--- src/chm_pkg.sv ---
/*
 * Constants for the per-channel serial control and monitor port:
 * frame and bit timing, control word layout, input indices and the
 * codes of the flexible control and flexible monitor selections.
 * Assumes a single 20 MHz system clock and a 32 channel, 125 us frame.
 */

//******************************************************************
//******************************************************************

package chm_pkg;

   //******************************************************************
   // Timing
   //******************************************************************
   localparam int CLK_KHZ        = 20000;
   localparam int BIT_RATE_KBPS  = 256;
   localparam int FRAME_US       = 125;
   localparam int NUM_CH         = 32;
   localparam int CH_W           = 5;
   localparam int SYNC_PULSE_NS  = 488;
   // Longest pulse rounds down to whole cycles, never below one
   localparam int SYNC_PULSE_RAW = (SYNC_PULSE_NS * CLK_KHZ) / 1000000;
   localparam int SYNC_PULSE_CYC = (SYNC_PULSE_RAW < 1) ? 1 : SYNC_PULSE_RAW;
   localparam int SYNC_CNT_W     = 4;
   // Fractional bit-rate accumulator: step per clock, modulus per bit
   localparam int ACC_W          = 16;
   localparam logic [ACC_W-1:0] ACC_STEP = ACC_W'(BIT_RATE_KBPS);
   localparam logic [ACC_W-1:0] ACC_MOD  = ACC_W'(CLK_KHZ);
   localparam logic [ACC_W-1:0] ACC_HALF = ACC_W'(CLK_KHZ / 2);

   //******************************************************************
   // Control inputs and their mask bits
   //******************************************************************
   localparam int NUM_CTL  = 6;
   localparam int IN_BYP   = 0;
   localparam int IN_NPO   = 1;
   localparam int IN_HOLD  = 2;
   localparam int IN_CONV  = 3;
   localparam int IN_TR    = 4;
   localparam int IN_FLEX  = 5;
   localparam int IN_RBM   = 6;
   localparam int IN_MFB   = 7;
   localparam int NUM_PIN  = 8;
   localparam int SYNC_STAGES = 3;
   localparam logic [NUM_CTL-1:0] CTL_MASK_RESET = 6'h00;

   //******************************************************************
   // Per-channel control word layout
   //******************************************************************
   localparam int WORD_W = 6;
   localparam int W_BYP  = 0;
   localparam int W_NPO  = 1;
   localparam int W_HOLD = 2;
   localparam int W_CLR  = 3;
   localparam int W_CONV = 4;
   localparam int W_TR   = 5;
   localparam int MEM_AW = CH_W + 1;

   //******************************************************************
   // Flexible control functions
   //******************************************************************
   localparam int FLEX_CTL_W = 3;
   localparam logic [FLEX_CTL_W-1:0] FCTL_NONE  = 3'h0;
   localparam logic [FLEX_CTL_W-1:0] FCTL_BYP   = 3'h1;
   localparam logic [FLEX_CTL_W-1:0] FCTL_NPO   = 3'h2;
   localparam logic [FLEX_CTL_W-1:0] FCTL_HOLD  = 3'h3;
   localparam logic [FLEX_CTL_W-1:0] FCTL_CONV  = 3'h4;
   localparam logic [FLEX_CTL_W-1:0] FCTL_TR    = 3'h5;
   localparam logic [FLEX_CTL_W-1:0] FCTL_CLR   = 3'h6;

   //******************************************************************
   // Flexible monitor conditions
   //******************************************************************
   localparam int FMON_W   = 4;
   localparam int FMON_A_HI = 7;
   localparam int FMON_A_LO = 4;
   localparam int FMON_B_HI = 3;
   localparam int FMON_B_LO = 0;
   localparam logic [FMON_W-1:0] FMON_OFF      = 4'h0;
   localparam logic [FMON_W-1:0] FMON_IDLE     = 4'h1;
   localparam logic [FMON_W-1:0] FMON_T2010    = 4'h2;
   localparam logic [FMON_W-1:0] FMON_T2100    = 4'h3;
   localparam logic [FMON_W-1:0] FMON_T2100_PR = 4'h4;
   localparam logic [FMON_W-1:0] FMON_DTALK    = 4'h5;
   localparam logic [FMON_W-1:0] FMON_NOSPEECH = 4'h6;

endpackage

--- src/chm_mem_if.sv ---
/*
 * Interface between the serial port logic and its per-channel
 * control word store. Assumes one clock shared by both ends.
 */
`timescale 1ns/1ps

interface chm_mem_if #(
   parameter int ADDR_W = 6,
   parameter int DATA_W = 6
);
   logic              wr_en;
   logic [ADDR_W-1:0] wr_addr;
   logic [DATA_W-1:0] wr_data;
   logic              rd_en;
   logic [ADDR_W-1:0] rd_addr;
   logic [DATA_W-1:0] rd_data;

   // Port logic side
   modport ctl (output wr_en, wr_addr, wr_data, rd_en, rd_addr, input rd_data);
   // Store side
   modport mem (input wr_en, wr_addr, wr_data, rd_en, rd_addr, output rd_data);
endinterface

--- src/chm_state_mem.sv ---
/*
 * Per-channel control word store: one write port, one read port whose
 * data come out of a register one clock after the read strobe.
 * Assumes the writer and reader never address the same word at once.
 */
`timescale 1ns/1ps

module chm_state_mem #(
   parameter int ADDR_W = 6,
   parameter int DATA_W = 6
) (
   // Clock and reset
   input  wire logic clk,
   input  wire logic rst,
   // Store port
   chm_mem_if.mem    bus
);

   logic [DATA_W-1:0] mem_array [0:(1<<ADDR_W)-1];
   logic [DATA_W-1:0] rd_data_reg;
   logic [DATA_W-1:0] rd_data_next;

   //******************************************************************
   // Storage
   //******************************************************************

   // Word array write
   always_ff @(posedge clk) begin
      if (bus.wr_en) begin
         mem_array[bus.wr_addr] <= bus.wr_data;
      end
   end

   // Read data next value
   always_comb begin
      rd_data_next = rd_data_reg;
      if (bus.rd_en) begin
         rd_data_next = mem_array[bus.rd_addr];
      end
   end

   // Read data register
   always_ff @(posedge clk) begin
      rd_data_reg <= rst ? '0 : rd_data_next;
   end

   assign bus.rd_data = rd_data_reg;

endmodule

--- src/chm_serial_port.sv ---
/*
 * Per-channel serial control and monitor port. Generates the bit and
 * frame timing, samples six serial control streams, stores the
 * resulting per-channel control words double buffered, sends them back
 * on serial monitor outputs, and delays the multiframe marker.
 * Assumes detection flags from the canceller core on the same clock
 * and serial inputs arriving asynchronously on pins.
 */
`timescale 1ns/1ps

module chm_serial_port
   import chm_pkg::*;
#(
   parameter int MFB_DELAY_CYC = 16
) (
   // Clock and reset
   input  wire logic                CLK,
   input  wire logic                RESET,
   // Serial control inputs
   input  wire logic                BYPASS_CTL_IN,
   input  wire logic                NONLINEAR_PROC_OFF_IN,
   input  wire logic                COEF_HOLD_IN,
   input  wire logic                LAW_CONV_OFF_IN,
   input  wire logic                TRANSPARENT_CH_IN,
   input  wire logic                FLEX_CTL_IN,
   // Send highway markers
   input  wire logic                ROBBED_BIT_MARKER_IN,
   input  wire logic                TX_MULTIFRAME_BEGIN_IN,
   // Configuration
   input  wire logic [NUM_CTL-1:0]  CTL_MASK,
   input  wire logic [2:0]          FLEX_CTL_CONFIG,
   input  wire logic [7:0]          FLEX_MON_CONFIG,
   // Detection flags per channel
   input  wire logic [NUM_CH-1:0]   IDLE_DET,
   input  wire logic [NUM_CH-1:0]   TONE2010_DET,
   input  wire logic [NUM_CH-1:0]   TONE2100_DET,
   input  wire logic [NUM_CH-1:0]   TONE2100_REV_DET,
   input  wire logic [NUM_CH-1:0]   DOUBLE_TALK_DET,
   input  wire logic [NUM_CH-1:0]   NO_SPEECH_DET,
   // Frame timing
   output logic                     FRAME_SYNC_OUT,
   output logic [CH_W-1:0]          MON_CHANNEL,
   // Serial monitor outputs
   output logic                     BYPASS_MON_OUT,
   output logic                     NONLINEAR_PROC_OFF_MON_OUT,
   output logic                     COEF_HOLD_MON_OUT,
   output logic                     COEF_CLEAR_MON_OUT,
   output logic                     LAW_CONV_OFF_MON_OUT,
   output logic                     TRANSPARENT_CH_MON_OUT,
   output logic                     FLEX_MON_A_OUT,
   output logic                     FLEX_MON_B_OUT,
   // Delayed send highway markers
   output logic                     ROBBED_BIT_MARKER_OUT,
   output logic                     TX_MULTIFRAME_BEGIN_OUT
);

   //******************************************************************
   // Declarations
   //******************************************************************
   logic [NUM_PIN-1:0]       pin_vec;
   logic [NUM_PIN-1:0]       s1_reg;
   logic [NUM_PIN-1:0]       s2_reg;
   logic [NUM_PIN-1:0]       s3_reg;
   logic [NUM_PIN-1:0]       filt_reg;
   logic [NUM_PIN-1:0]       filt_next;

   logic [ACC_W-1:0]         acc_reg;
   logic [ACC_W-1:0]         acc_next;
   logic [ACC_W-1:0]         acc_sum;
   logic [CH_W-1:0]          bit_cnt_reg;
   logic [CH_W-1:0]          bit_cnt_next;
   logic                     bank_reg;
   logic                     bank_next;
   logic                     valid_reg;
   logic                     valid_next;
   logic [SYNC_CNT_W-1:0]    sync_cnt_reg;
   logic [SYNC_CNT_W-1:0]    sync_cnt_next;
   logic                     sync_out_reg;
   logic                     sync_out_next;
   logic                     bit_end;
   logic                     bit_mid;
   logic                     frame_end;

   logic [NUM_CTL-1:0]       ctl_act;
   logic                     flex_bit;
   logic [WORD_W-1:0]        word;

   logic                     load_reg;
   logic                     load_next;
   logic [CH_W-1:0]          rd_ch_reg;
   logic [CH_W-1:0]          rd_ch_next;
   logic [WORD_W-1:0]        mon_reg;
   logic [WORD_W-1:0]        mon_next;
   logic                     fmon_a_reg;
   logic                     fmon_a_next;
   logic                     fmon_b_reg;
   logic                     fmon_b_next;
   logic [CH_W-1:0]          mon_ch_reg;
   logic [CH_W-1:0]          mon_ch_next;

   logic [MFB_DELAY_CYC-1:0] rbm_dly_reg;
   logic [MFB_DELAY_CYC-1:0] rbm_dly_next;
   logic [MFB_DELAY_CYC-1:0] mfb_dly_reg;
   logic [MFB_DELAY_CYC-1:0] mfb_dly_next;

   chm_mem_if #(.ADDR_W(MEM_AW), .DATA_W(WORD_W)) mem_bus ();

   //******************************************************************
   // Pin synchronisers
   //******************************************************************

   // Pin vector in fixed index order
   assign pin_vec[IN_BYP]  = BYPASS_CTL_IN;
   assign pin_vec[IN_NPO]  = NONLINEAR_PROC_OFF_IN;
   assign pin_vec[IN_HOLD] = COEF_HOLD_IN;
   assign pin_vec[IN_CONV] = LAW_CONV_OFF_IN;
   assign pin_vec[IN_TR]   = TRANSPARENT_CH_IN;
   assign pin_vec[IN_FLEX] = FLEX_CTL_IN;
   assign pin_vec[IN_RBM]  = ROBBED_BIT_MARKER_IN;
   assign pin_vec[IN_MFB]  = TX_MULTIFRAME_BEGIN_IN;

   // Three stages per pin, level accepted when stages two and three agree
   generate
      for (genvar gi = 0; gi < NUM_PIN; gi++) begin : g_sync
         always_comb begin
            filt_next[gi] = (s2_reg[gi] == s3_reg[gi]) ? s3_reg[gi] : filt_reg[gi];
         end

         always_ff @(posedge CLK) begin
            if (RESET) begin
               s1_reg[gi]   <= 1'b0;
               s2_reg[gi]   <= 1'b0;
               s3_reg[gi]   <= 1'b0;
               filt_reg[gi] <= 1'b0;
            end else begin
               s1_reg[gi]   <= pin_vec[gi];
               s2_reg[gi]   <= s1_reg[gi];
               s3_reg[gi]   <= s2_reg[gi];
               filt_reg[gi] <= filt_next[gi];
            end
         end
      end
   endgenerate

   //******************************************************************
   // Bit and frame timing
   //******************************************************************

   // Fractional divider: 256 kbit/s from 20 MHz, exact 125 us frame
   always_comb begin
      acc_sum       = acc_reg + ACC_STEP;
      bit_end       = (acc_sum >= ACC_MOD);
      bit_mid       = (acc_reg < ACC_HALF) && (acc_sum >= ACC_HALF);
      frame_end     = bit_end && (bit_cnt_reg == CH_W'(NUM_CH - 1));
      acc_next      = bit_end ? (acc_sum - ACC_MOD) : acc_sum;
      bit_cnt_next  = bit_end ? (bit_cnt_reg + 5'h01) : bit_cnt_reg;
      bank_next     = frame_end ? ~bank_reg : bank_reg;
      valid_next    = valid_reg | frame_end;
      sync_cnt_next = sync_cnt_reg;
      if (frame_end) begin
         sync_cnt_next = SYNC_CNT_W'(SYNC_PULSE_CYC);
      end else if (sync_cnt_reg != '0) begin
         sync_cnt_next = sync_cnt_reg - 4'h1;
      end
      sync_out_next = (sync_cnt_next != '0);
   end

   // Timing registers
   always_ff @(posedge CLK) begin
      if (RESET) begin
         acc_reg      <= '0;
         bit_cnt_reg  <= '0;
         bank_reg     <= 1'b0;
         valid_reg    <= 1'b0;
         sync_cnt_reg <= '0;
         sync_out_reg <= 1'b0;
      end else begin
         acc_reg      <= acc_next;
         bit_cnt_reg  <= bit_cnt_next;
         bank_reg     <= bank_next;
         valid_reg    <= valid_next;
         sync_cnt_reg <= sync_cnt_next;
         sync_out_reg <= sync_out_next;
      end
   end

   //******************************************************************
   // Control word build and store write
   //******************************************************************

   // Masked, active-high control bits and resulting channel word
   always_comb begin
      ctl_act  = filt_reg[NUM_CTL-1:0] & ~CTL_MASK;
      flex_bit = ctl_act[IN_FLEX];
      word     = '0;
      word[W_BYP]  = ctl_act[IN_BYP] | ctl_act[IN_TR]
                   | (flex_bit && (FLEX_CTL_CONFIG == FCTL_BYP))
                   | (flex_bit && (FLEX_CTL_CONFIG == FCTL_TR));
      word[W_NPO]  = ctl_act[IN_NPO]
                   | (flex_bit && (FLEX_CTL_CONFIG == FCTL_NPO));
      word[W_HOLD] = ctl_act[IN_HOLD]
                   | (flex_bit && (FLEX_CTL_CONFIG == FCTL_HOLD));
      word[W_CONV] = ctl_act[IN_CONV] | ctl_act[IN_TR]
                   | (flex_bit && (FLEX_CTL_CONFIG == FCTL_CONV))
                   | (flex_bit && (FLEX_CTL_CONFIG == FCTL_TR));
      word[W_CLR]  = word[W_BYP]
                   | (flex_bit && (FLEX_CTL_CONFIG == FCTL_CLR));
      word[W_TR]   = word[W_BYP] & word[W_CONV];
   end

   // Sample mid-bit into the bank of the running frame
   assign mem_bus.wr_en   = bit_mid;
   assign mem_bus.wr_addr = {bank_reg, bit_cnt_reg};
   assign mem_bus.wr_data = word;

   // Read the next channel from the bank completed last frame
   assign mem_bus.rd_en   = bit_end;
   assign mem_bus.rd_addr = {~bank_next, bit_cnt_next};

   chm_state_mem #(
      .ADDR_W (MEM_AW),
      .DATA_W (WORD_W)
   ) u_state_mem (
      .clk (CLK),
      .rst (RESET),
      .bus (mem_bus.mem)
   );

   //******************************************************************
   // Monitor outputs
   //******************************************************************

   // Condition selected for a flexible monitor on one channel
   function automatic logic flex_cond(input logic [FMON_W-1:0] sel,
                                      input logic [CH_W-1:0]   ch);
      logic res;
      res = 1'b0;
      case (sel)
         FMON_IDLE:     res = IDLE_DET[ch];
         FMON_T2010:    res = TONE2010_DET[ch];
         FMON_T2100:    res = TONE2100_DET[ch] | TONE2100_REV_DET[ch];
         FMON_T2100_PR: res = TONE2100_REV_DET[ch];
         FMON_DTALK:    res = DOUBLE_TALK_DET[ch];
         FMON_NOSPEECH: res = NO_SPEECH_DET[ch];
         default:       res = 1'b0;
      endcase
      return res;
   endfunction

   // Load monitor bits one clock after the store answers
   always_comb begin
      load_next   = bit_end;
      rd_ch_next  = bit_end ? bit_cnt_next : rd_ch_reg;
      mon_next    = mon_reg;
      fmon_a_next = fmon_a_reg;
      fmon_b_next = fmon_b_reg;
      mon_ch_next = mon_ch_reg;
      if (load_reg) begin
         // Nothing stored yet before the first full frame
         mon_next    = valid_reg ? mem_bus.rd_data : '0;
         fmon_a_next = flex_cond(FLEX_MON_CONFIG[FMON_A_HI:FMON_A_LO], rd_ch_reg);
         fmon_b_next = flex_cond(FLEX_MON_CONFIG[FMON_B_HI:FMON_B_LO], rd_ch_reg);
         mon_ch_next = rd_ch_reg;
      end
   end

   // Monitor registers
   always_ff @(posedge CLK) begin
      if (RESET) begin
         load_reg   <= 1'b0;
         rd_ch_reg  <= '0;
         mon_reg    <= '0;
         fmon_a_reg <= 1'b0;
         fmon_b_reg <= 1'b0;
         mon_ch_reg <= '0;
      end else begin
         load_reg   <= load_next;
         rd_ch_reg  <= rd_ch_next;
         mon_reg    <= mon_next;
         fmon_a_reg <= fmon_a_next;
         fmon_b_reg <= fmon_b_next;
         mon_ch_reg <= mon_ch_next;
      end
   end

   //******************************************************************
   // Send highway marker delay
   //******************************************************************

   // Shift lines matching the send path delay
   always_comb begin
      rbm_dly_next = {rbm_dly_reg[MFB_DELAY_CYC-2:0], filt_reg[IN_RBM]};
      mfb_dly_next = {mfb_dly_reg[MFB_DELAY_CYC-2:0], filt_reg[IN_MFB]};
   end

   // Delay registers
   always_ff @(posedge CLK) begin
      if (RESET) begin
         rbm_dly_reg <= '0;
         mfb_dly_reg <= '0;
      end else begin
         rbm_dly_reg <= rbm_dly_next;
         mfb_dly_reg <= mfb_dly_next;
      end
   end

   //******************************************************************
   // Output drive
   //******************************************************************
   assign FRAME_SYNC_OUT             = sync_out_reg;
   assign MON_CHANNEL                = mon_ch_reg;
   assign BYPASS_MON_OUT             = mon_reg[W_BYP];
   assign NONLINEAR_PROC_OFF_MON_OUT = mon_reg[W_NPO];
   assign COEF_HOLD_MON_OUT          = mon_reg[W_HOLD];
   assign COEF_CLEAR_MON_OUT         = mon_reg[W_CLR];
   assign LAW_CONV_OFF_MON_OUT       = mon_reg[W_CONV];
   assign TRANSPARENT_CH_MON_OUT     = mon_reg[W_TR];
   assign FLEX_MON_A_OUT             = fmon_a_reg;
   assign FLEX_MON_B_OUT             = fmon_b_reg;
   assign ROBBED_BIT_MARKER_OUT      = rbm_dly_reg[MFB_DELAY_CYC-1];
   assign TX_MULTIFRAME_BEGIN_OUT    = mfb_dly_reg[MFB_DELAY_CYC-1];

endmodule

--- config.mk ---
export PLATFORM = sky130hd
export DESIGN_NAME = chm_serial_port
export DESIGN_NICKNAME = d
export VERILOG_FILES = /design/src/chm_pkg.sv /design/src/chm_mem_if.sv /design/src/chm_state_mem.sv /design/src/chm_serial_port.sv
export SDC_FILE = /design/constraint.sdc
export NUM_CORES = 1
export LEC_CHECK = 0
export ABC_CLOCK_PERIOD_IN_PS = 3930
export BUFFER_PORTS_ARGS = -buffer_cell sky130_fd_sc_hd__buf_2
export CAP_MARGIN = 20
export CELL_PAD_IN_SITES_DETAIL_PLACEMENT = 0
export CELL_PAD_IN_SITES_GLOBAL_PLACEMENT = 1
export CORE_AREA = 2 2 216 218
export CTS_CLUSTER_DIAMETER = 80
export CTS_CLUSTER_SIZE = 10
export DETAILED_ROUTE_END_ITERATION = 12
export DIE_AREA = 0 0 218 220
export PLACE_DENSITY = 0.91
export SYNTH_ARGS = -nofsm -noshare
export SYNTH_HDL_FRONTEND = slang
export SYNTH_SLANG_ARGS = --single-unit
--- constraint.sdc ---
create_clock -name CLK -period 3.93 [get_ports CLK]
set_input_delay 0.393 -clock CLK [delete_from_list [all_inputs] [get_ports CLK]]
set_output_delay 0.393 -clock CLK [all_outputs]
set_load 0.005 [all_outputs]
==> results of run 1 <==
-- critical path, cell delays in order (launching register included) --
cell and delay [ns]:
dfxtp_1 0.35, ha_2 0.24, nand3_1 0.13, buf_4 0.18, o21a_1 0.23, or4_4 0.55
o311ai_4 0.13, buf_4 0.28, o22ai_1 0.10, o21ai_0 0.23, o221ai_1 0.28, o21ai_0 0.44
nor4_1 0.11, buf_4 0.15, nor4_1 0.28
-- cells in the final DEF, fill, tap and decap left out, types with 4 or more instances in the layout --
master / n
mux2i_1: 94
o221ai_1: 31
inv_1: 13
a31oi_1: 14
nor3_1: 7
nand2b_1: 10
and4_1: 5
buf_2: 233
nand3_1: 71
a31oi_2: 4
nor2b_1: 70
o32a_1: 5
a32oi_1: 5
buf_4: 79
ha_1: 7
mux2_2: 20
and2_1: 6
or3_1: 9
nand2_1: 172
edfxtp_1: 384
o211ai_1: 9
a211oi_1: 26
o21ai_0: 40
xor2_1: 7
clkbuf_1: 42
buf_12: 7
a21oi_1: 30
and3_1: 30
o22ai_1: 48
o21a_1: 4
nor2_1: 134
nor3_2: 4
xnor2_1: 6
a2111oi_0: 7
dfxtp_1: 108
nor4_1: 15
mux4_2: 60
clkbuf_16: 56
-- timing repair --
item / CTS / global route
setup endpoints to repair: 2 / 6
pin swaps: 1 / 1
cloned: 0 / 1
buffers inserted: 0 / 3
hold buffers: 0 / 0
gates resized for setup: 2 / 22
-- final cells by class --
cell class,count,area (um2)
inverters,14,52.55
flip-flops and latches,496,13780
diodes,3,7.507
well taps,607,759.5
repair buffers,321,1936
multi-input cells,1023,7542
fillers,3603,20200
clock buffers,97,1534
clock inverters,4,56.30
-- per-stage QoR --
step | cell area [um2] | TNS, ns | instances | util, % | hold WS, ns
floorplan | 21640 | 0 | 1639 | - | 0.4138
global placement | 23890 | 0 | 2457 | 52.09 | 0.4187
detailed placement | 23890 | -0.06405 | 2457 | 52.09 | 0.4231
CTS | 25490 | 0 | 2558 | 55.58 | 0.003088
global route | 25670 | 0 | 2564 | 55.96 | 0.01840
finish | 25670 | 0 | 2565 | 55.97 | 0.02307
-- where the power goes --
group | switching [uW] | total [uW] | internal (uW) | leakage (uW)
registers | 23.2 | 5640 | 5610 | 0.00449
logic | 402 | 733 | 331 | 0.00414
clock network | 1940 | 4620 | 2680 | 0.000755
-- cell families after synthesis --
logic type | after synthesis | share of synthesized area, %
and+or+nand+nor | 551 | 12.06
DFF | 496 | 63.63
muxes | 175 | 11.68
xor gates and xnor gates | 16 | 0.6822
buffers and inverters | 120 | 2.364
AOI/OAI and AO/OA | 273 | 9.110
adders and majority gates | 8 | 0.4625
-- metal layers --
metal,part of all wire (%),vias up,GRT usage (%)
li1,-,6863,-
met1,36,7472,29.20
met2,48,873,41.14
met3,9.5,163,4.555
met4,5.7,8,14.06
met5,0.14,-,0.9375
-- worst max-delay path by stage --
| stage | startpoint | end | depth (start not counted) |
|---|---|---|---|
| floorplan | CTL_MASK[1] | u_state_mem.mem_array[0][1] | 1 |
| global placement | acc_reg[8] | u_state_mem.bus.rd_data[5] | 12 |
| detailed placement | acc_reg[8] | u_state_mem.bus.rd_data[5] | 12 |
| CTS | acc_reg[8] | u_state_mem.bus.rd_data[5] | 13 |
| global route | acc_reg[8] | u_state_mem.bus.rd_data[3] | 16 |
| finish | acc_reg[8] | u_state_mem.bus.rd_data[2] | 14 |
==> impl_results.md, run 1 <==
- Fin Clk Skew: 0.02083 ns
- Avg WL per Cell: 23.49 um
- Rows: 79
- Reg2reg end: u_state_mem.bus.rd_data[2]
- Critical hold path startpoint: FLEX_CTL_IN
- Grt total ovfl: 0
- DP Worst Slack: -0.04904 ns
- Mapped Area: 21640 um2
- Lkg Pwr: 0.009376 uW
- 1st-pass router iterations: 5
- Die Ht: 220 um
- Global placement routability congestion: 0.8894
- Initial antenna violation count: 5
- Max reg flops: 384
- Final hold violation count: 0
- FF+latch count, synth: 496
- Design Power: 10990 uW
- Worst hold path type: in2reg
- Cts bufs inserted: 55
- YS warnings: 0
- Final cycle utilization of the critical path: 96.03%
- Hold path cells: 2
- Post-synthesis cell type count: 76
- CTS tree: yes
- RSZ-0062 raised after global routing: no
- Area delta synth->final: 18.59%
- Synth async-reset ratio: 0%
- Clock root cell: clkbuf_16
- Final Max Slew Viols: 0
- Worst VDD drop: 298.9 uV
- Critical setup path kind: reg2reg
- Iteration-0 DRC Markers: 1818
- Synth top area cells: edfxtp_1 53%, dfxtp_1 10%, mux4_2 6.2%
- Port Buffers: 234
- Reg2reg setup slack: 0.16 ns
- Outcome: completed
- Worst-margin pin slew: 1.069 ns
- Vias per cell: 5.996
- Setup violators final: 0
- Rel. slew slack: 28.46%
- Worst R2R Start: acc_reg[8]
- Die Area: 47960 um2
- Vias in the first global route: 14930
- Share of cells above drive strength 1: 25.93%
- TritonCTS Sinks: 496
- CP max FO: 15
- Core Box Area: 45860 um2
- Synth Instances: 1639
- Gr usage total: 24.35%
- Vias: 15380
- Crit. End Element: flip-flop
- Initial core utilization: 47.19%
- Final ANT Viol Nets: 0
- CP Launch Type: flip-flop
- Synth top area share: 53.27%
- HPWL Detailed: 41.60 mm
- Minimum clock period: 3.774 ns
- Critical Path AT: 4.26 ns
- Synth area leader: edfxtp_1
- Most used DFF post-synth: edfxtp_1
- WP data required: 4.41 ns
- Number of synthesized flops with an enable pin: 384
- Most common cell in the netlist: edfxtp_1
- Layout Nets: 2138
- Max-cap violations: 0
- Sequential area share after synthesis: 63.63%
- Total Wirelength: 60.26 mm
- Syn avg cell area: 13.21 um2
- Mapped Nets: 1866
- Clk slew on worst S/H paths: 0.06 ns
- Clk buf depth: 3
- FF-to-FF path depth: 14
- First-pass GRT wire length: 87.94 mm
- Power Dens Cells: 428.2 nW/um2
- Max Clk Rate: 0.2650 GHz
- Pin count of the biggest net entering global routing: 85
- Post-synth top cells: 384 x edfxtp_1, 173 x nand2_1, 134 x nor2_1, 112 x dfxtp_1, 94 x mux2i_1
- I/O Pins: 235
- Die width: 218 um
- Sink of the worst hold path: s1_reg[5]
- Clock Latency Late Sink: 0.59 ns
- # H-tree levels: 2
- Fin worst setup slack: 0.1562 ns
- # DRC: 0
No activity file was read; power rests on OpenSTA's default activity.
==> run 2: changes to the inputs <==
--- a/config.mk
+++ b/config.mk
@@ -10,12 +10,13 @@
 export CAP_MARGIN = 20
 export CELL_PAD_IN_SITES_DETAIL_PLACEMENT = 0
 export CELL_PAD_IN_SITES_GLOBAL_PLACEMENT = 1
-export CORE_AREA = 2 2 216 218
+export CORE_AREA = 2 2 212 214
+export CTS_BUF_LIST = sky130_fd_sc_hd__clkbuf_4 sky130_fd_sc_hd__clkbuf_8
 export CTS_CLUSTER_DIAMETER = 80
 export CTS_CLUSTER_SIZE = 10
 export DETAILED_ROUTE_END_ITERATION = 12
-export DIE_AREA = 0 0 218 220
-export PLACE_DENSITY = 0.91
+export DIE_AREA = 0 0 214 216
+export PLACE_DENSITY = 0.93
 export SYNTH_ARGS = -nofsm -noshare
 export SYNTH_HDL_FRONTEND = slang
 export SYNTH_SLANG_ARGS = --single-unit
==> run 2 against run 1 <==
Against the previous run: final area is 2.5% lower; critical path depth is 2 lower; register-to-register slack worse by 0.05 ns; global-route usage is 1.4 points higher; clock skew is 0.017 ns higher; clock power is 29% lower; hold slack better by 0.033 ns; count of clock-buffer cells in the layout is 13 lower; maximum frequency is 1.3% lower; combinational power is 2% lower; non-clock buffer count is 7 lower; largest cell class unchanged.
==> impl_results.md, run 2 (synthesized netlist as in run 1, its figures left out) <==
- Clk slew on worst S/H paths: 0.08 ns
- Final Hold Slack: 0.05612 ns
- Critical-path cell list: inv_1, ha_1, nor4b_2, o21a_1, o31ai_4, xnor2_4, buf_12, buf_4, mux2i_1, a211oi_1, o41ai_1, nor4_1
- Outcome: completed
- Worst R2R Start: acc_reg[8]
- Final Max Slew Viols: 0
- Reg2reg end: u_state_mem.bus.rd_data[2]
- CP Launch Type: flip-flop
- Die Area: 46220 um2
- Vias: 15240
- Minimum clock period: 3.825 ns
- CP max stage cell: o41ai_1
- Clock root cell: clkbuf_8
- Die width: 214 um
- Rel. slew slack: 36.83%
- Clock Latency Late Sink: 0.68 ns
- Buf+Inv Stages, Crit Path: 3
- Rows: 77
- TritonCTS Sinks: 496
- Critical setup path kind: reg2reg
- FF-to-FF path depth: 12
- Gr usage total: 25.79%
- WP data required: 4.46 ns
- CP max FO: 33
- Initial core utilization: 49.38%
- Core Box Area: 43840 um2
- Area delta synth->final: 15.61%
- Fill count: 3512
- Setup violators final: 0
- Worst-margin pin slew: 0.9476 ns
- HPWL Detailed: 41.91 mm
- Grt total ovfl: 0
- Fin Clk Skew: 0.03738 ns
- Vias in the first global route: 14820
- Initial antenna violation count: 3
- Commonest non-fill, non-tap cell in the layout: edfxtp_1
- Pin count of the biggest net entering global routing: 92
- Delay-heaviest family, CP: compound AO/OA/AOI/OAI gates
- # H-tree levels: 2
- Placed Instances: 2420
- Critical hold path startpoint: FLEX_MON_CONFIG[7]
- Commonest cells after routing, fill and taps aside: 384 x edfxtp_1, 233 x buf_2, 173 x nand2_1
- Max reg flops: 384
- Final ANT Viol Nets: 0
- Critical Path AT: 4.35 ns
- Final instance area: 25020 um2
- Crit. End Element: flip-flop
- Layout Nets: 2131
- Die Ht: 216 um
- I/O Pins: 235
- Worst hold path type: in2reg
- Max Clk Rate: 0.2614 GHz
- First-pass GRT wire length: 90.56 mm
- Iteration-0 DRC Markers: 1451
- CP max stage delay: 0.47 ns
- Placed Area: 23690 um2
- Worst VDD drop: 342.4 uV
- Finished Layout Cells: 2528
- 1st-pass router iterations: 8
- Design Power: 9647 uW
- Avg WL per Cell: 24.33 um
- Lkg Pwr: 0.009127 uW
- Multi-input gate area: 7542 um2
- RSZ-0062 raised after global routing: yes
- Register area: 13780 um2
- # DRC: 0
- CTS tree: yes
- Total Wirelength: 61.51 mm
- Hold path cells: 4
- Sink of the worst hold path: FLEX_MON_A_OUT
- Share of cells above drive strength 1: 26.67%
- Reg2reg setup slack: 0.10 ns
- Cts bufs inserted: 55
- Max-cap violations: 0
- Global placement routability congestion: 1.031
- Power Dens Cells: 385.5 nW/um2
- Final hold violation count: 0
- Final cycle utilization of the critical path: 97.33%
- Port Buffers: 234
- Clk buf depth: 3
- Vias per cell: 6.030
-- run 2: area by class of cell --
cell class                 instances  share of cell area, %
inverter                          14                 0.2100
multi-input combinational       1023                  30.14
sequential                       496                  55.08
tap                              592                  2.960
clock inverter                     4                0.09500
timing repair buffer             314                  7.585
clock buffer                      84                  3.920
antenna                            1                0.01000
-- run 2: how the worst max path moves through the flow --
stage / startpoint / endpoint / slack [ns] / depth (start not counted)
after global routing: acc_reg[8] / u_state_mem.bus.rd_data[4] / -0.06 / 13
after CTS: acc_reg[9] / u_state_mem.bus.rd_data[5] / 0.002 / 11
after global placement: acc_reg[8] / u_state_mem.bus.rd_data[4] / 0.04 / 12
final: acc_reg[8] / u_state_mem.bus.rd_data[2] / 0.10 / 12
after detailed placement: acc_reg[9] / u_state_mem.bus.rd_data[4] / -0.03 / 12
after floorplan: CTL_MASK[1] / u_state_mem.mem_array[0][1] / 0.31 / 1
-- run 2: timing repair --
action / 4_1_cts / 5_1_grt
hold buffers: 8 / 0
endpoints found under the hold margin: 8 / 0
resized for setup: 2 / 19
cloned: 1 / 0
buffers inserted: 0 / 9
endpoints found under the setup margin: 2 / 6
pin swaps: 0 / 6
-- run 2: per-layer routing --
layer  GRT usage (%)  vias to the layer above  share of wire (%)
met5               0                        -              0.044
li1                -                     6800                  -
met1           31.13                     7470                 37
met3           5.807                      146                8.7
met2           45.81                      824                 51
met4           8.392                        4                3.4
-- run 2: power breakdown --
part,switching [uW],internal [uW],total (uW),leakage (uW)
sequential,23.1,5610,5630,0.00449
clock,1730,1570,3300,0.000539
combinational,398,322,720,0.00410
-- run 2: tightest hold or removal path, delay by kind of cell --
kind            cells  cell delay [ns]
compound gates      1             0.04
buf+inv             1             0.08
mux                 1             0.13
simple gates        1             0.05
-- run 2: metrics by stage --
| stage | worst slack [ns] | util, % | setup TNS [ns] |
|---|---|---|---|
| final | 0.1049 | 57.08 | 0 |
| after global routing | -0.05644 | 57.08 | -0.1598 |
| after CTS | 0.002349 | 56.63 | 0 |
| after detailed placement | -0.03396 | 54.05 | -0.03396 |
| after global placement | 0.03965 | 54.05 | 0 |
| after floorplan | 0.3067 | - | 0 |
